## src/timed_irq_pkg.sv

```systemverilog
// constants, register map and modes of the delayed and clock alarm block
package timed_irq_pkg;

  // clock and time base
  localparam int unsigned SYS_CLK_HZ = 10_000_000;
  localparam int unsigned DELAY_TICK_US = 1000;
  localparam int unsigned MS_CYCLES = SYS_CLK_HZ / 1_000_000 * DELAY_TICK_US;
  localparam int unsigned SECOND_MS = 1000;
  localparam int unsigned DELAY_W = 16;

  // register byte offsets
  localparam logic [7:0] OFS_CTRL = 8'h00;
  localparam logic [7:0] OFS_DELAY = 8'h04;
  localparam logic [7:0] OFS_TOD = 8'h08;
  localparam logic [7:0] OFS_ALARM = 8'h0C;
  localparam logic [7:0] OFS_STATUS = 8'h10;
  localparam logic [7:0] OFS_DONE = 8'h14;

  // control register fields
  localparam int unsigned CTRL_W = 8;
  localparam int unsigned CTRL_IBZERO = 0;
  localparam int unsigned CTRL_TIMED_TOP = 1;
  localparam int unsigned CTRL_DELAY_LOADED = 2;
  localparam int unsigned CTRL_ALARM_LOADED = 3;
  localparam int unsigned CTRL_DELAY_DISABLE = 4;
  localparam int unsigned CTRL_DELAY_DEFER = 5;
  localparam int unsigned CTRL_ALARM_DISABLE = 6;
  localparam int unsigned CTRL_ALARM_DEFER = 7;
  localparam logic [7:0] CTRL_RESET = 8'h03;

  // status register fields
  localparam int unsigned ST_DELAY_ARMED = 0;
  localparam int unsigned ST_DELAY_PEND = 1;
  localparam int unsigned ST_DELAY_RUN = 2;
  localparam int unsigned ST_ALARM_ARMED = 3;
  localparam int unsigned ST_ALARM_PEND = 4;
  localparam int unsigned ST_ALARM_RUN = 5;

  // done register fields
  localparam int unsigned DONE_DELAY = 0;
  localparam int unsigned DONE_ALARM = 1;

  // input byte zero lines
  localparam int unsigned IBZ_DELAY = 0;
  localparam int unsigned IBZ_ALARM = 1;
  localparam int unsigned IBZ_LINES = 2;

  // operating mode of the controller
  typedef enum logic [1:0] {
    MODE_RUN,
    MODE_STOP,
    MODE_STARTUP,
    MODE_POWERDOWN
  } mode_type;

endpackage

```

## src/tick_divider.sv

```systemverilog
// enable divider producing a one-cycle tick every DIV enables
`timescale 1ns/1ps
`default_nettype none

module tick_divider #(
  parameter int unsigned DIV = 10
) (
  input wire logic sys_clk,
  input wire logic reset,
  input wire logic enable,
  output logic tick
);

  localparam int unsigned CW = (DIV > 1) ? $clog2(DIV) : 1;
  localparam logic [CW-1:0] LAST = CW'(DIV - 1);

  generate
    if (DIV < 1)
    begin : g_bad
      $error("tick_divider: DIV must be at least 1");
    end
  endgenerate

  logic [CW-1:0] count_q;
  wire atLast = (count_q == LAST);

  // tick on the enable that closes a period
  assign tick = enable && atLast;

  // period counter, advanced only by enable
  always_ff @(posedge sys_clk or posedge reset)
  begin
    if (reset)
      count_q <= '0;
    else if (enable)
      count_q <= atLast ? '0 : count_q + CW'(1);
  end

endmodule // tick_divider

`default_nettype wire

```

## src/timed_interrupts.sv

```systemverilog
// delayed interrupt and clock alarm engine with apb registers
//
// Behaviour
// timed sources generated only while input byte zero mode is off
// with that mode on, input byte zero events feed both handlers
// delay counts in 1 ms steps; handler invoked exactly once
// delay arm write starts it; expiry suspends program, runs handler
// no delayed handler loaded means expiry does not interrupt
// timed level ranks highest by default, configurable
// delayed handler has top priority inside the timed level
// delayed expiries outside run mode are discarded
// armed delay cleared on entering stop and on power off
// re-arming delay cancels pending one, running handler continues
// expiry while delayed handler runs is silently dropped
// separate controls disable or defer delayed servicing
// settable and readable time-of-day clock is the alarm base
// alarm arm write sets time; match suspends program, runs handler
// no alarm handler loaded means match does not interrupt
// alarm lowest in level, preempted by delayed and cyclic work
// alarms outside run mode are discarded
// armed alarm survives warm restart and power cycle, not cold
// re-arming alarm cancels pending one, running handler continues
// delay decrements on 1 ms tick, expires on tick reaching zero
`timescale 1ns/1ps
`default_nettype none

module timed_interrupts #(
  parameter int unsigned MS_CYCLES = timed_irq_pkg::MS_CYCLES,
  parameter int unsigned SECOND_MS = timed_irq_pkg::SECOND_MS,
  parameter int unsigned DELAY_W = timed_irq_pkg::DELAY_W
) (
  input wire logic sys_clk,
  input wire logic reset,
  input wire logic psel,
  input wire logic penable,
  input wire logic pwrite,
  input wire logic [7:0] paddr,
  input wire logic [31:0] pwdata,
  output logic [31:0] prdata,
  output logic pready,
  output logic pslverr,
  input wire timed_irq_pkg::mode_type opMode,
  input wire logic coldRestart,
  input wire logic cyclicBusy,
  input wire logic [1:0] ibZeroIrq,
  output logic runDelayed,
  output logic runAlarm,
  output logic suspendProgram,
  output logic timedLevelTop
);

  generate
    if (DELAY_W < 2 || DELAY_W > 32 || MS_CYCLES < 1 || SECOND_MS < 1)
    begin : g_bad
      $error("timed_interrupts: unsupported parameter values");
    end
  endgenerate

  localparam logic [DELAY_W-1:0] COUNT_ONE = DELAY_W'(1);

  logic [timed_irq_pkg::CTRL_W-1:0] ctrl_q;
  logic [DELAY_W-1:0] delayCount_q;
  logic delayArmed_q;
  logic delayPend_q;
  logic delayRun_q;
  logic [31:0] tod_q;
  logic [31:0] alarmTime_q;
  logic alarmArmed_q;
  logic alarmPend_q;
  logic alarmRun_q;
  logic [31:0] prdata_q;
  logic [1:0] sync1_q;
  logic [1:0] sync2_q;
  logic [1:0] sync3_q;
  logic [1:0] ibLevel_q;
  logic msTick;
  logic secTick;

  // apb decode
  wire access = psel && penable;
  wire setup = psel && !penable;
  wire hitCtrl = (paddr == timed_irq_pkg::OFS_CTRL);
  wire hitDelay = (paddr == timed_irq_pkg::OFS_DELAY);
  wire hitTod = (paddr == timed_irq_pkg::OFS_TOD);
  wire hitAlarm = (paddr == timed_irq_pkg::OFS_ALARM);
  wire hitStatus = (paddr == timed_irq_pkg::OFS_STATUS);
  wire hitDone = (paddr == timed_irq_pkg::OFS_DONE);
  wire hitAny = hitCtrl || hitDelay || hitTod || hitAlarm || hitStatus
    || hitDone;
  wire wrOk = access && pwrite && hitAny;
  wire wrCtrl = wrOk && hitCtrl;
  wire wrDelay = wrOk && hitDelay;
  wire wrTod = wrOk && hitTod;
  wire wrAlarm = wrOk && hitAlarm;
  wire wrDone = wrOk && hitDone;

  assign pready = 1'b1;
  assign pslverr = access && !hitAny;
  assign prdata = prdata_q;

  // control fields
  wire ibZeroMode = ctrl_q[timed_irq_pkg::CTRL_IBZERO];
  wire timedEnable = !ibZeroMode;
  wire delayLoaded = ctrl_q[timed_irq_pkg::CTRL_DELAY_LOADED];
  wire alarmLoaded = ctrl_q[timed_irq_pkg::CTRL_ALARM_LOADED];
  wire delayDisable = ctrl_q[timed_irq_pkg::CTRL_DELAY_DISABLE];
  wire delayDefer = ctrl_q[timed_irq_pkg::CTRL_DELAY_DEFER];
  wire alarmDisable = ctrl_q[timed_irq_pkg::CTRL_ALARM_DISABLE];
  wire alarmDefer = ctrl_q[timed_irq_pkg::CTRL_ALARM_DEFER];

  // operating mode decode
  wire inRun = (opMode == timed_irq_pkg::MODE_RUN);
  wire stopLike = (opMode == timed_irq_pkg::MODE_STOP)
    || (opMode == timed_irq_pkg::MODE_POWERDOWN);

  // handler completion strobes from software
  wire doneDelayed = wrDone && pwdata[timed_irq_pkg::DONE_DELAY];
  wire doneAlarm = wrDone && pwdata[timed_irq_pkg::DONE_ALARM];

  // 1 ms tick and 1 s tick from the system clock
  tick_divider #(
    .DIV(MS_CYCLES)
  ) u_ms_div (
    .sys_clk(sys_clk),
    .reset(reset),
    .enable(1'b1),
    .tick(msTick)
  );

  tick_divider #(
    .DIV(SECOND_MS)
  ) u_sec_div (
    .sys_clk(sys_clk),
    .reset(reset),
    .enable(msTick),
    .tick(secTick)
  );

  // input byte zero lines: three stages, change taken when 2 and 3 agree
  genvar gi;
  generate
    for (gi = 0; gi < timed_irq_pkg::IBZ_LINES; gi++)
    begin : g_ibz
      always_ff @(posedge sys_clk or posedge reset)
      begin
        if (reset)
        begin
          sync1_q[gi] <= 1'b0;
          sync2_q[gi] <= 1'b0;
          sync3_q[gi] <= 1'b0;
          ibLevel_q[gi] <= 1'b0;
        end
        else
        begin
          sync1_q[gi] <= ibZeroIrq[gi];
          sync2_q[gi] <= sync1_q[gi];
          sync3_q[gi] <= sync2_q[gi];
          if (sync2_q[gi] == sync3_q[gi])
            ibLevel_q[gi] <= sync3_q[gi];
        end
      end
    end
  endgenerate

  // rising edges of the filtered input byte zero lines
  wire [1:0] ibRise = {sync3_q[1] && sync2_q[1] && !ibLevel_q[1],
    sync3_q[0] && sync2_q[0] && !ibLevel_q[0]};

  // delay expiry on the tick that takes the count to zero
  wire delayLast = (delayCount_q <= COUNT_ONE);
  wire delayExpire = msTick && delayArmed_q && delayLast && !wrDelay
    && !stopLike;
  wire delayGen = delayExpire && timedEnable;

  // event source: timer or input byte zero
  wire delayEvent = ibZeroMode ? ibRise[timed_irq_pkg::IBZ_DELAY]
    : delayGen;
  wire delayAccept = delayEvent && inRun
    && delayLoaded
    && !delayDisable
    && !delayRun_q;
  wire delayStart = delayPend_q && !delayRun_q && !delayDefer
    && inRun;

  // time-of-day match against armed alarm
  wire alarmMatch = alarmArmed_q && (tod_q == alarmTime_q) && !wrAlarm;
  wire alarmGen = alarmMatch && timedEnable;
  wire alarmEvent = ibZeroMode ? ibRise[timed_irq_pkg::IBZ_ALARM]
    : alarmGen;
  wire alarmAccept = alarmEvent && inRun
    && alarmLoaded
    && !alarmDisable
    && !alarmRun_q;
  wire alarmStart = alarmPend_q && !alarmRun_q && !alarmDefer && inRun
    && !delayRun_q && !delayPend_q && !cyclicBusy;

  // control register
  always_ff @(posedge sys_clk or posedge reset)
  begin
    if (reset)
      ctrl_q <= timed_irq_pkg::CTRL_RESET;
    else if (wrCtrl)
      ctrl_q <= pwdata[timed_irq_pkg::CTRL_W-1:0];
  end

  // delay arm, count down and clear on stop or power off
  always_ff @(posedge sys_clk or posedge reset)
  begin
    if (reset)
    begin
      delayArmed_q <= 1'b0;
      delayCount_q <= '0;
    end
    else if (wrDelay)
    begin
      delayArmed_q <= 1'b1;
      delayCount_q <= pwdata[DELAY_W-1:0];
    end
    else if (stopLike)
      delayArmed_q <= 1'b0;
    else if (msTick && delayArmed_q)
    begin
      if (delayLast)
        delayArmed_q <= 1'b0;
      else
        delayCount_q <= delayCount_q - COUNT_ONE;
    end
  end

  // pending delayed request, one at most, set wins over clear
  always_ff @(posedge sys_clk or posedge reset)
  begin
    if (reset)
      delayPend_q <= 1'b0;
    else if (!inRun)
      delayPend_q <= 1'b0;
    else if (delayAccept)
      delayPend_q <= 1'b1;
    else if (delayStart || wrDelay)
      delayPend_q <= 1'b0;
  end

  // delayed handler running until software reports done
  always_ff @(posedge sys_clk or posedge reset)
  begin
    if (reset)
      delayRun_q <= 1'b0;
    else if (!inRun)
      delayRun_q <= 1'b0;
    else if (delayStart)
      delayRun_q <= 1'b1;
    else if (doneDelayed)
      delayRun_q <= 1'b0;
  end

  // time-of-day clock, set by software, advanced each second
  always_ff @(posedge sys_clk or posedge reset)
  begin
    if (reset)
      tod_q <= '0;
    else if (wrTod)
      tod_q <= pwdata;
    else if (secTick)
      tod_q <= tod_q + 32'h0000_0001;
  end

  // alarm arm, survives mode changes, cleared by cold restart
  always_ff @(posedge sys_clk or posedge reset)
  begin
    if (reset)
    begin
      alarmArmed_q <= 1'b0;
      alarmTime_q <= '0;
    end
    else if (wrAlarm)
    begin
      alarmArmed_q <= 1'b1;
      alarmTime_q <= pwdata;
    end
    else if (coldRestart)
      alarmArmed_q <= 1'b0;
    else if (alarmMatch)
      alarmArmed_q <= 1'b0;
  end

  // pending alarm request, one at most, set wins over clear except cold restart
  always_ff @(posedge sys_clk or posedge reset)
  begin
    if (reset)
      alarmPend_q <= 1'b0;
    else if (!inRun || coldRestart)
      alarmPend_q <= 1'b0;
    else if (alarmAccept)
      alarmPend_q <= 1'b1;
    else if (alarmStart || wrAlarm)
      alarmPend_q <= 1'b0;
  end

  // alarm handler running until software reports done
  always_ff @(posedge sys_clk or posedge reset)
  begin
    if (reset)
      alarmRun_q <= 1'b0;
    else if (!inRun)
      alarmRun_q <= 1'b0;
    else if (alarmStart)
      alarmRun_q <= 1'b1;
    else if (doneAlarm)
      alarmRun_q <= 1'b0;
  end

  // handler outputs: delayed preempts alarm, cyclic work suspends alarm
  assign runDelayed = delayRun_q;
  assign runAlarm = alarmRun_q && !delayRun_q && !cyclicBusy;
  assign suspendProgram = runDelayed || runAlarm;
  assign timedLevelTop = ctrl_q[timed_irq_pkg::CTRL_TIMED_TOP];

  // status word
  logic [31:0] statusWord;
  always_comb
  begin
    statusWord = '0;
    statusWord[timed_irq_pkg::ST_DELAY_ARMED] = delayArmed_q;
    statusWord[timed_irq_pkg::ST_DELAY_PEND] = delayPend_q;
    statusWord[timed_irq_pkg::ST_DELAY_RUN] = delayRun_q;
    statusWord[timed_irq_pkg::ST_ALARM_ARMED] = alarmArmed_q;
    statusWord[timed_irq_pkg::ST_ALARM_PEND] = alarmPend_q;
    statusWord[timed_irq_pkg::ST_ALARM_RUN] = alarmRun_q;
  end

  // read mux, selected during the setup phase
  wire [31:0] readMux =
    hitCtrl ? {{(32 - timed_irq_pkg::CTRL_W){1'b0}}, ctrl_q} :
    hitDelay ? {{(32 - DELAY_W){1'b0}}, delayCount_q} :
    hitTod ? tod_q :
    hitAlarm ? alarmTime_q :
    hitStatus ? statusWord :
    32'h0000_0000;

  // read data register
  always_ff @(posedge sys_clk or posedge reset)
  begin
    if (reset)
      prdata_q <= '0;
    else if (setup)
      prdata_q <= pwrite ? 32'h0000_0000 : readMux;
  end

endmodule // timed_interrupts

`default_nettype wire

```

## config.mk

```make
export PLATFORM = sky130hd
export DESIGN_NAME = timed_interrupts
export DESIGN_NICKNAME = d
export VERILOG_FILES = /design/src/timed_irq_pkg.sv /design/src/tick_divider.sv /design/src/timed_interrupts.sv
export SDC_FILE = /design/constraint.sdc
export NUM_CORES = 1
export LEC_CHECK = 0
export BUFFER_PORTS_ARGS = -buffer_cell sky130_fd_sc_hd__buf_2
export CAP_MARGIN = 10
export CORE_ASPECT_RATIO = 0.9
export CORE_MARGIN = 1.5
export CORE_UTILIZATION = 64
export CTS_CLUSTER_DIAMETER = 50
export CTS_CLUSTER_SIZE = 14
export DETAILED_ROUTE_END_ITERATION = 10
export GPL_TIMING_DRIVEN = 0
export PLACE_DENSITY = 0.95
export SYNTH_ARGS = -nofsm -noshare
export SYNTH_HDL_FRONTEND = slang
export SYNTH_HIERARCHICAL = 1
export SYNTH_SLANG_ARGS = --single-unit
```

## constraint.sdc

```tcl
create_clock -name sys_clk -period 8.5 [get_ports sys_clk]
set_input_delay 1.275 -clock sys_clk [delete_from_list [all_inputs] [get_ports sys_clk]]
set_output_delay 1.275 -clock sys_clk [all_outputs]
set_load 0.02 [all_outputs]
```

==> results.yml, run 1 <==
worst_setup_path:
  cp-end-kind: "flip-flop"
  crit_fanout: 12
  regToRegEndpoint: "tod_q[31]"
  r2r_start: "u_ms_div/count_q[0]"
  reg2regPathDepth: 13
  arrival_ns: 5.61
  crit_slowest_cell: "nor3_2"
  crit_buf_inv: 2
  crit_chain: "ha_1, nand4_2, or4_4, nor3_4, buf_4, nand4b_1, nor3_2, nand4_1, or4b_1, buf_2, nor4_1, xnor2_1, o21ai_1"
  required_ns: 8.80
  cp-startpoint: "u_ms_div/count_q[0]"
  path_class: "flip-flop to flip-flop"
  crit_family: "simple AND/OR/NAND/NOR gates"
  cp_slowest_stage_delay_ns: 0.98
  startpoint_type: "flip-flop"
  r2r_slack_ns: 3.19
clocking:
  clkLatencyLatePin_ns: 0.44
  cts_tree: "done"
  cts_sinks: 158
  ctsResizeCount: 0
  htree_levels: 4
  hold_buffers: 0
  post-cts-setup-buffers: 0
  cts_buffers: 17
  root_buffer: "clkbuf_16"
  clock_path_buffers: 2
  clk_pin_slew_ns: 0.07
floorplan:
  die_x_microns: 124
  core-area_sq_um: 12700
  rows: 39
  die_y_microns: 112
  pin_count: 89
  die_area_sq_um: 13800
  start_util: 0.660
synthesis:
  yosys_register_bits: 158
  synth_compound_area_frac: 0.118
  async_flop_share: 1.00
  syn_avg_cell_area_sq_um: 9.91
  synth_mux_area_frac: 0.0636
  synth_xor_area_frac: 0.0969
  synth_edf_count: 0
  yosys.area_share.adder: 0.0119
  ys_types: 68
  yosys.area_share.simple: 0.206
  synth_flop_cell: "dfrtp_1"
  synth_top_family_by_area: "simple AND/OR/NAND/NOR gates"
  netlist_instances: 848
  yosysSeqAreaShare: 0.471
  synth_warnings: 6
  syn_area_sq_um: 8410
sta:
  tns_ns: 0
  fin_crit_sh: 0.625
  setup_viol: 0
  tightestPinTransition_ns: 1.19
  max_freq_mhz: 188
  relSlewSlack: 0.203
  rsz0062_at_grt: "no"
  final_max_slew_viol_count: 0
  period_minus_slack_ns: 5.31
  setup_ws_ns: 3.19
  skew_ns: 0.0135
  hold_viol_final: 0
grt:
  grt_pass1_wl_microns: 38000
  grt_pass1_vias: 7330
  antenna_found_initial: 0
  grt_start_max_net_pins: 81
  grt_overflow: 0
  gr-usage-all-layers: 0.365
placement:
  pre_cts_slack_ns: 3.49
  finalWeightedCongestion: 1.00
  io_buffer_count: 84
  dpl.hpwl_microns: 16100
power:
  sw_frac_of_total: 0.247
  p_int_uw: 1320
  power.density_nw_per_um2: 181
  leakagePower_uw: 0.00455
  p_clk_frac: 0.466
  pwr-share-seq: 0.461
  peakVddDrop_v: 0.000165
  combPwrFrac: 0.072
  p_sw_uw: 433
finish:
  drive_gt1_frac: 0.215
  flow.area_growth_from_synthesis_pct: 15.5
  nNetsFinal: 1012
worst_hold_path:
  min_to: "sync2_q[1]"
  min-delay-start: "sync1_q[1]"
  hold_depth: 0
  hold_path.class: "flip-flop to flip-flop"
route:
  via_per_inst: 6.66
  antenna_left: 0
  dr.first_iter.drc_count: 1183
  drc_errors: 0
  dr.pass1.iters: 7
  wl_per_cell_microns: 21.1
  wl_microns: 23900
  vias: 7537
run:
  drv_cap: 0
status:
  outcome: "completed"
## placed cells by master, fill, tap and decap left out, drive strengths merged, types with 3 or more instances in the layout
master / count
xor2: 55
o221ai: 9
o21ai: 67
clkbuf: 51
nor3: 16
a32o: 3
nand2b: 12
or4b: 3
nor4: 21
nand4b: 3
a21oi: 28
and4: 4
mux2: 43
nor2: 50
or3: 7
a22o: 8
a211oi: 6
nor3b: 4
nand4: 17
clkinv: 3
or4: 9
xnor2: 38
o211ai: 4
ha: 8
nand3: 41
dfrtp: 156
bufinv: 3
nand3b: 3
buf: 103
nor2b: 4
nand2: 105
a22oi: 21
and3: 10
inv: 21
or2: 5
mux2i: 5
## routing by layer
metal / global-route usage / routed length [microns]
met1: 0.489 / 8970
met2: 0.540 / 10700
met3: 0.120 / 3020
met4: 0.166 / 1180
met5: 0 / 0
## how the worst max path moves through the flow
stage                     cells after the start      endpoint  slack, ns
after floorplan                               1  alarmArmed_q       3.65
after global routing                         13     tod_q[31]       3.02
after detailed placement                     13     tod_q[19]       3.49
final                                        13     tod_q[31]       3.19
after global placement                        2    prdata[26]       2.23
after CTS                                    13     tod_q[19]       3.35
## metrics by stage
step | std cells | cell area, sq um | hold slack [ns] | total power, uW | utilization
after global routing | 1130 | 9700 | 0.361 | 1810 | 0.762
final | 1131 | 9700 | 0.354 | 1750 | 0.762
after global placement | 1097 | 9030 | 0.333 | 934 | 0.709
after floorplan | 849 | 8410 | 0.331 | 893 | -
after detailed placement | 1098 | 9070 | 0.344 | 943 | 0.712
after CTS | 1130 | 9700 | 0.359 | 1750 | 0.762
## power groups by stage
stage / clock network [uW] / logic, uW / registers, uW
after global placement: 0 / 116 / 818
after detailed placement: 0 / 123 / 821
after floorplan: 0 / 80.0 / 813
after global routing: 853 / 139 / 813
after CTS: 817 / 125 / 807
final: 817 / 127 / 808
## flip-flops by register name, indices dropped and copies added, names as in the netlist, 2 cells and up
| name | count |
|---|---|
| sync1_q | 2 |
| sync2_q | 2 |
| tod_q | 32 |
| delayCount_q | 16 |
| alarmTime_q | 32 |
| ibLevel_q | 2 |
| sync3_q | 2 |
| u_ms_div/count_q | 14 |
| ctrl_q | 8 |
| u_sec_div/count_q | 10 |
| prdata | 32 |
## synth_stat cells, types with 6 or more instances
cell type,n,area (sq um)
a211oi_1,6,45.0
o21ai_0,64,320
xor2_1,55,482
xnor2_1,38,333
nand2b_1,12,75.1
mux2_2,43,484
nand2_1,104,390
buf_2,14,70.1
nand3_1,40,200
nor3_1,13,65.1
inv_1,18,67.6
dfrtp_1,156,3900
or4_1,7,52.6
o221ai_1,9,78.8
a21oi_1,27,135
and3_1,10,62.6
ha_1,8,100
nor2_1,49,184
nand4_1,15,93.8
a22oi_1,21,158
nor4_1,14,87.6
a22o_1,8,70.1
clkbuf_1,28,105
## cells by family after synthesis
family | after synthesis
xor gates and xnor gates | 93
and+or+nand+nor | 317
DFF | 158
muxes | 48
other | 1
buffers and inverters | 65
adders and majority gates | 8
AOI/OAI and AO/OA | 158
## final cells by class
type                       count  area [sq um]
antenna                        1          2.50
buffer                        47           206
clock buffer                  22           484
clock inverter                10           150
fill                         752          3030
inverter                      18          72.6
multi-input combinational    626          4180
sequential                   158          3960
tap                          164           205
timing repair buffer          85           448
No activity file was read; power rests on OpenSTA's default activity.
==> run 2, diff against run 1 <==
--- a/config.mk
+++ b/config.mk
@@ -5,16 +5,17 @@
 export SDC_FILE = /design/constraint.sdc
 export NUM_CORES = 1
 export LEC_CHECK = 0
+export ABC_AREA = 1
 export BUFFER_PORTS_ARGS = -buffer_cell sky130_fd_sc_hd__buf_2
 export CAP_MARGIN = 10
 export CORE_ASPECT_RATIO = 0.9
 export CORE_MARGIN = 1.5
-export CORE_UTILIZATION = 64
+export CORE_UTILIZATION = 60
 export CTS_CLUSTER_DIAMETER = 50
 export CTS_CLUSTER_SIZE = 14
 export DETAILED_ROUTE_END_ITERATION = 10
 export GPL_TIMING_DRIVEN = 0
-export PLACE_DENSITY = 0.95
+export PLACE_DENSITY = 0.92
 export SYNTH_ARGS = -nofsm -noshare
 export SYNTH_HDL_FRONTEND = slang
 export SYNTH_HIERARCHICAL = 1
==> constraint.sdc (replaced) <==
create_clock -name sys_clk -period 5.1 [get_ports sys_clk]
set_input_delay 0.765 -clock sys_clk [delete_from_list [all_inputs] [get_ports sys_clk]]
set_output_delay 0.765 -clock sys_clk [all_outputs]
set_load 0.02 [all_outputs]
==> run 2 against run 1 <==
Effect of this change:
- non-clock buffer count decreased by 11
- clock-buffer cell count is 3 lower
- critical path depth up 2
- combinational power rose by 80%
- largest power group is now sequential cells
- flip-flop and latch count unchanged
- synthesized cell count increased by 52%
- area after synthesis is 10% higher
- setup slack got worse by 1.5 ns
- power rose by 65%
- design area is 9.2% higher
==> results.yml, run 2 <==
worst_setup_path:
  crit_buf_inv: 6
  crit_slowest_cell: "dfrtp_1"
  cp_slowest_stage_delay_ns: 0.50
  required_ns: 5.41
  startpoint_type: "flip-flop"
  r2r_slack_ns: 1.73
  cp-end-kind: "flip-flop"
  path_class: "flip-flop to flip-flop"
  crit_fanout: 11
  arrival_ns: 3.68
  regToRegEndpoint: "tod_q[4]"
  r2r_start: "u_ms_div/count_q[0]"
  cp_common_cell: "inv_1"
  reg2regPathDepth: 15
  crit_chain: "ha_1, nand3_1, nor2_1, nand2_2, clkinv_2, inv_1, nor2_1, nand4_2, inv_1, clkbuf_1, inv_1, nand2_1, clkinv_1, nand2_1, o211ai_1"
  crit_family: "buffers and inverters"
synthesis:
  synth_warnings: 6
  synth_top_area_share: 0.421
  yosys.cell_count.top_type: "nand2_1"
  yosysSeqAreaShare: 0.426
  syn_area_sq_um: 9280
  syn_avg_cell_area_sq_um: 7.20
  async_flop_share: 1.00
  synth_flop_cell: "dfrtp_1"
  synth_common_cells: "369 x nand2_1, 182 x inv_1, 156 x dfrtp_1, 124 x nor2_1, 106 x nand3_1"
  synth_area_leaders: "dfrtp_1 42%, nand2_1 15%, inv_1 7.4%"
  netlist_instances: 1289
  ys_types: 46
  yosys.area.top_type: "dfrtp_1"
  yosys_register_bits: 158
  synth_edf_count: 0
clocking:
  cts_tree: "done"
  clk_pin_slew_ns: 0.06
  clock_path_buffers: 2
  root_buffer: "clkbuf_16"
  clkLatencyLatePin_ns: 0.43
  post-cts-setup-buffers: 0
  cts_buffers: 17
  htree_levels: 4
  cts_sinks: 158
  ctsResizeCount: 0
  hold_buffers: 0
finish:
  flow.area_growth_from_synthesis_pct: 14.3
  nNetsFinal: 1455
  drive_gt1_frac: 0.128
  final_cell_mix: "369 x nand2_1, 181 x inv_1, 156 x dfrtp_1"
  fin_area_sq_um: 10600
  final_common_cell: "nand2_1"
  stdcell_count: 1608
route:
  vias: 9517
  dr.pass1.iters: 6
  wl_microns: 29100
  drc_errors: 0
  wl_per_cell_microns: 18.1
  antenna_left: 0
  dr.first_iter.drc_count: 1243
  via_per_inst: 5.92
power:
  p_clk_frac: 0.459
  combPwrFrac: 0.079
  leakagePower_uw: 0.00565
  pwr-share-seq: 0.463
  p_int_uw: 2150
  finalPower_uw: 2890
  power.density_nw_per_um2: 273
  p_sw_uw: 743
  peakVddDrop_v: 0.000253
  sw_frac_of_total: 0.257
sta:
  period_minus_slack_ns: 3.37
  hold_viol_final: 0
  relSlewSlack: 0.503
  setup_ws_ns: 1.73
  tightestPinTransition_ns: 0.739
  skew_ns: 0.0102
  final_max_slew_viol_count: 0
  rsz0062_at_grt: "no"
  setup_viol: 0
  fin_crit_sh: 0.661
  max_freq_mhz: 297
run:
  drv_cap: 0
floorplan:
  pin_count: 89
  start_util: 0.622
  die_area_sq_um: 16200
  rows: 42
  core-area_sq_um: 14900
  die_x_microns: 134
  die_y_microns: 121
grt:
  antenna_found_initial: 1
  grt_start_max_net_pins: 99
  gr-usage-all-layers: 0.371
  grt_pass1_wl_microns: 46100
  grt_pass1_vias: 8948
  grt_overflow: 0
worst_hold_path:
  hold_path.class: "input port to async pin"
placement:
  place_area_sq_um: 9990
  dp_cells: 1575
  pre_cts_slack_ns: 1.89
  io_buffer_count: 86
  finalWeightedCongestion: 1.05
  dpl.hpwl_microns: 21300
status:
  outcome: "completed"
-- run 2: cell count changes after synthesis, sizes merged, moves of 27 or more --
cell and delta:
inv +168, mux2 -39, nand2 +275, nand3 +68
nor2 +86, xor2 -27
-- run 2: cells by family (layout without fill, tap and decap cells) --
group,count (synthesis),count (layout),share of synthesized area
xor+xnor,42,42,0.0397
compound gates,171,171,0.106
flops,158,158,0.426
fa+ha+maj,8,8,0.0108
simple gates,680,680,0.314
buf+inv,224,343,0.0967
mux,5,5,0.00593
other cells,1,3,0.000404
-- run 2: worst max path at each step --
| stage | end | startpoint | depth (start not counted) | slack (ns) |
|---|---|---|---|---|
| final | tod_q[4] | u_ms_div/count_q[0] | 15 | 1.73 |
| after global routing | tod_q[4] | u_ms_div/count_q[0] | 15 | 1.41 |
| after CTS | tod_q[4] | u_ms_div/count_q[0] | 15 | 1.80 |
| after detailed placement | tod_q[4] | u_ms_div/count_q[0] | 15 | 1.89 |
| after global placement | tod_q[31] | reset | 2 | -0.83 |
| after floorplan | alarmArmed_q | reset | 1 | 0.76 |
-- run 2: stage by stage --
| stage | utilization | setup TNS [ns] | hold slack, ns |
|---|---|---|---|
| final | 0.710 | 0 | 0.348 |
| after global placement | 0.667 | -108.12 | 0.334 |
| after detailed placement | 0.669 | 0 | 0.336 |
| after floorplan | - | 0 | 0.331 |
| after CTS | 0.710 | 0 | 0.348 |
| after global routing | 0.710 | 0 | 0.357 |
-- run 2: routing by layer --
layer	up-vias	track usage	routed length (microns)
met5	-	0	0
met4	0	0.151	1070
met3	100	0.0948	3660
met2	638	0.567	13000
met1	4433	0.507	11400
li1	4346	-	-
-- run 2: cell type report --
class | instances | area, sq um
multi-input cells | 908 | 4430
fillers | 1184 | 4330
flip-flops and latches | 158 | 3960
clock inverters | 13 | 163
inverters | 190 | 719
repair buffers | 87 | 458
well taps | 198 | 248
plain buffers | 34 | 183
diodes | 1 | 2.50
clock buffers | 19 | 443
-- run 2: power groups by stage --
stage / Combinational, uW / Clock, uW / Sequential (uW)
CTS: 224 / 1330 / 1340
global placement: 201 / 0 / 1350
global route: 250 / 1380 / 1340
detailed placement: 213 / 0 / 1360
finish: 228 / 1330 / 1340
floorplan: 140 / 0 / 1350
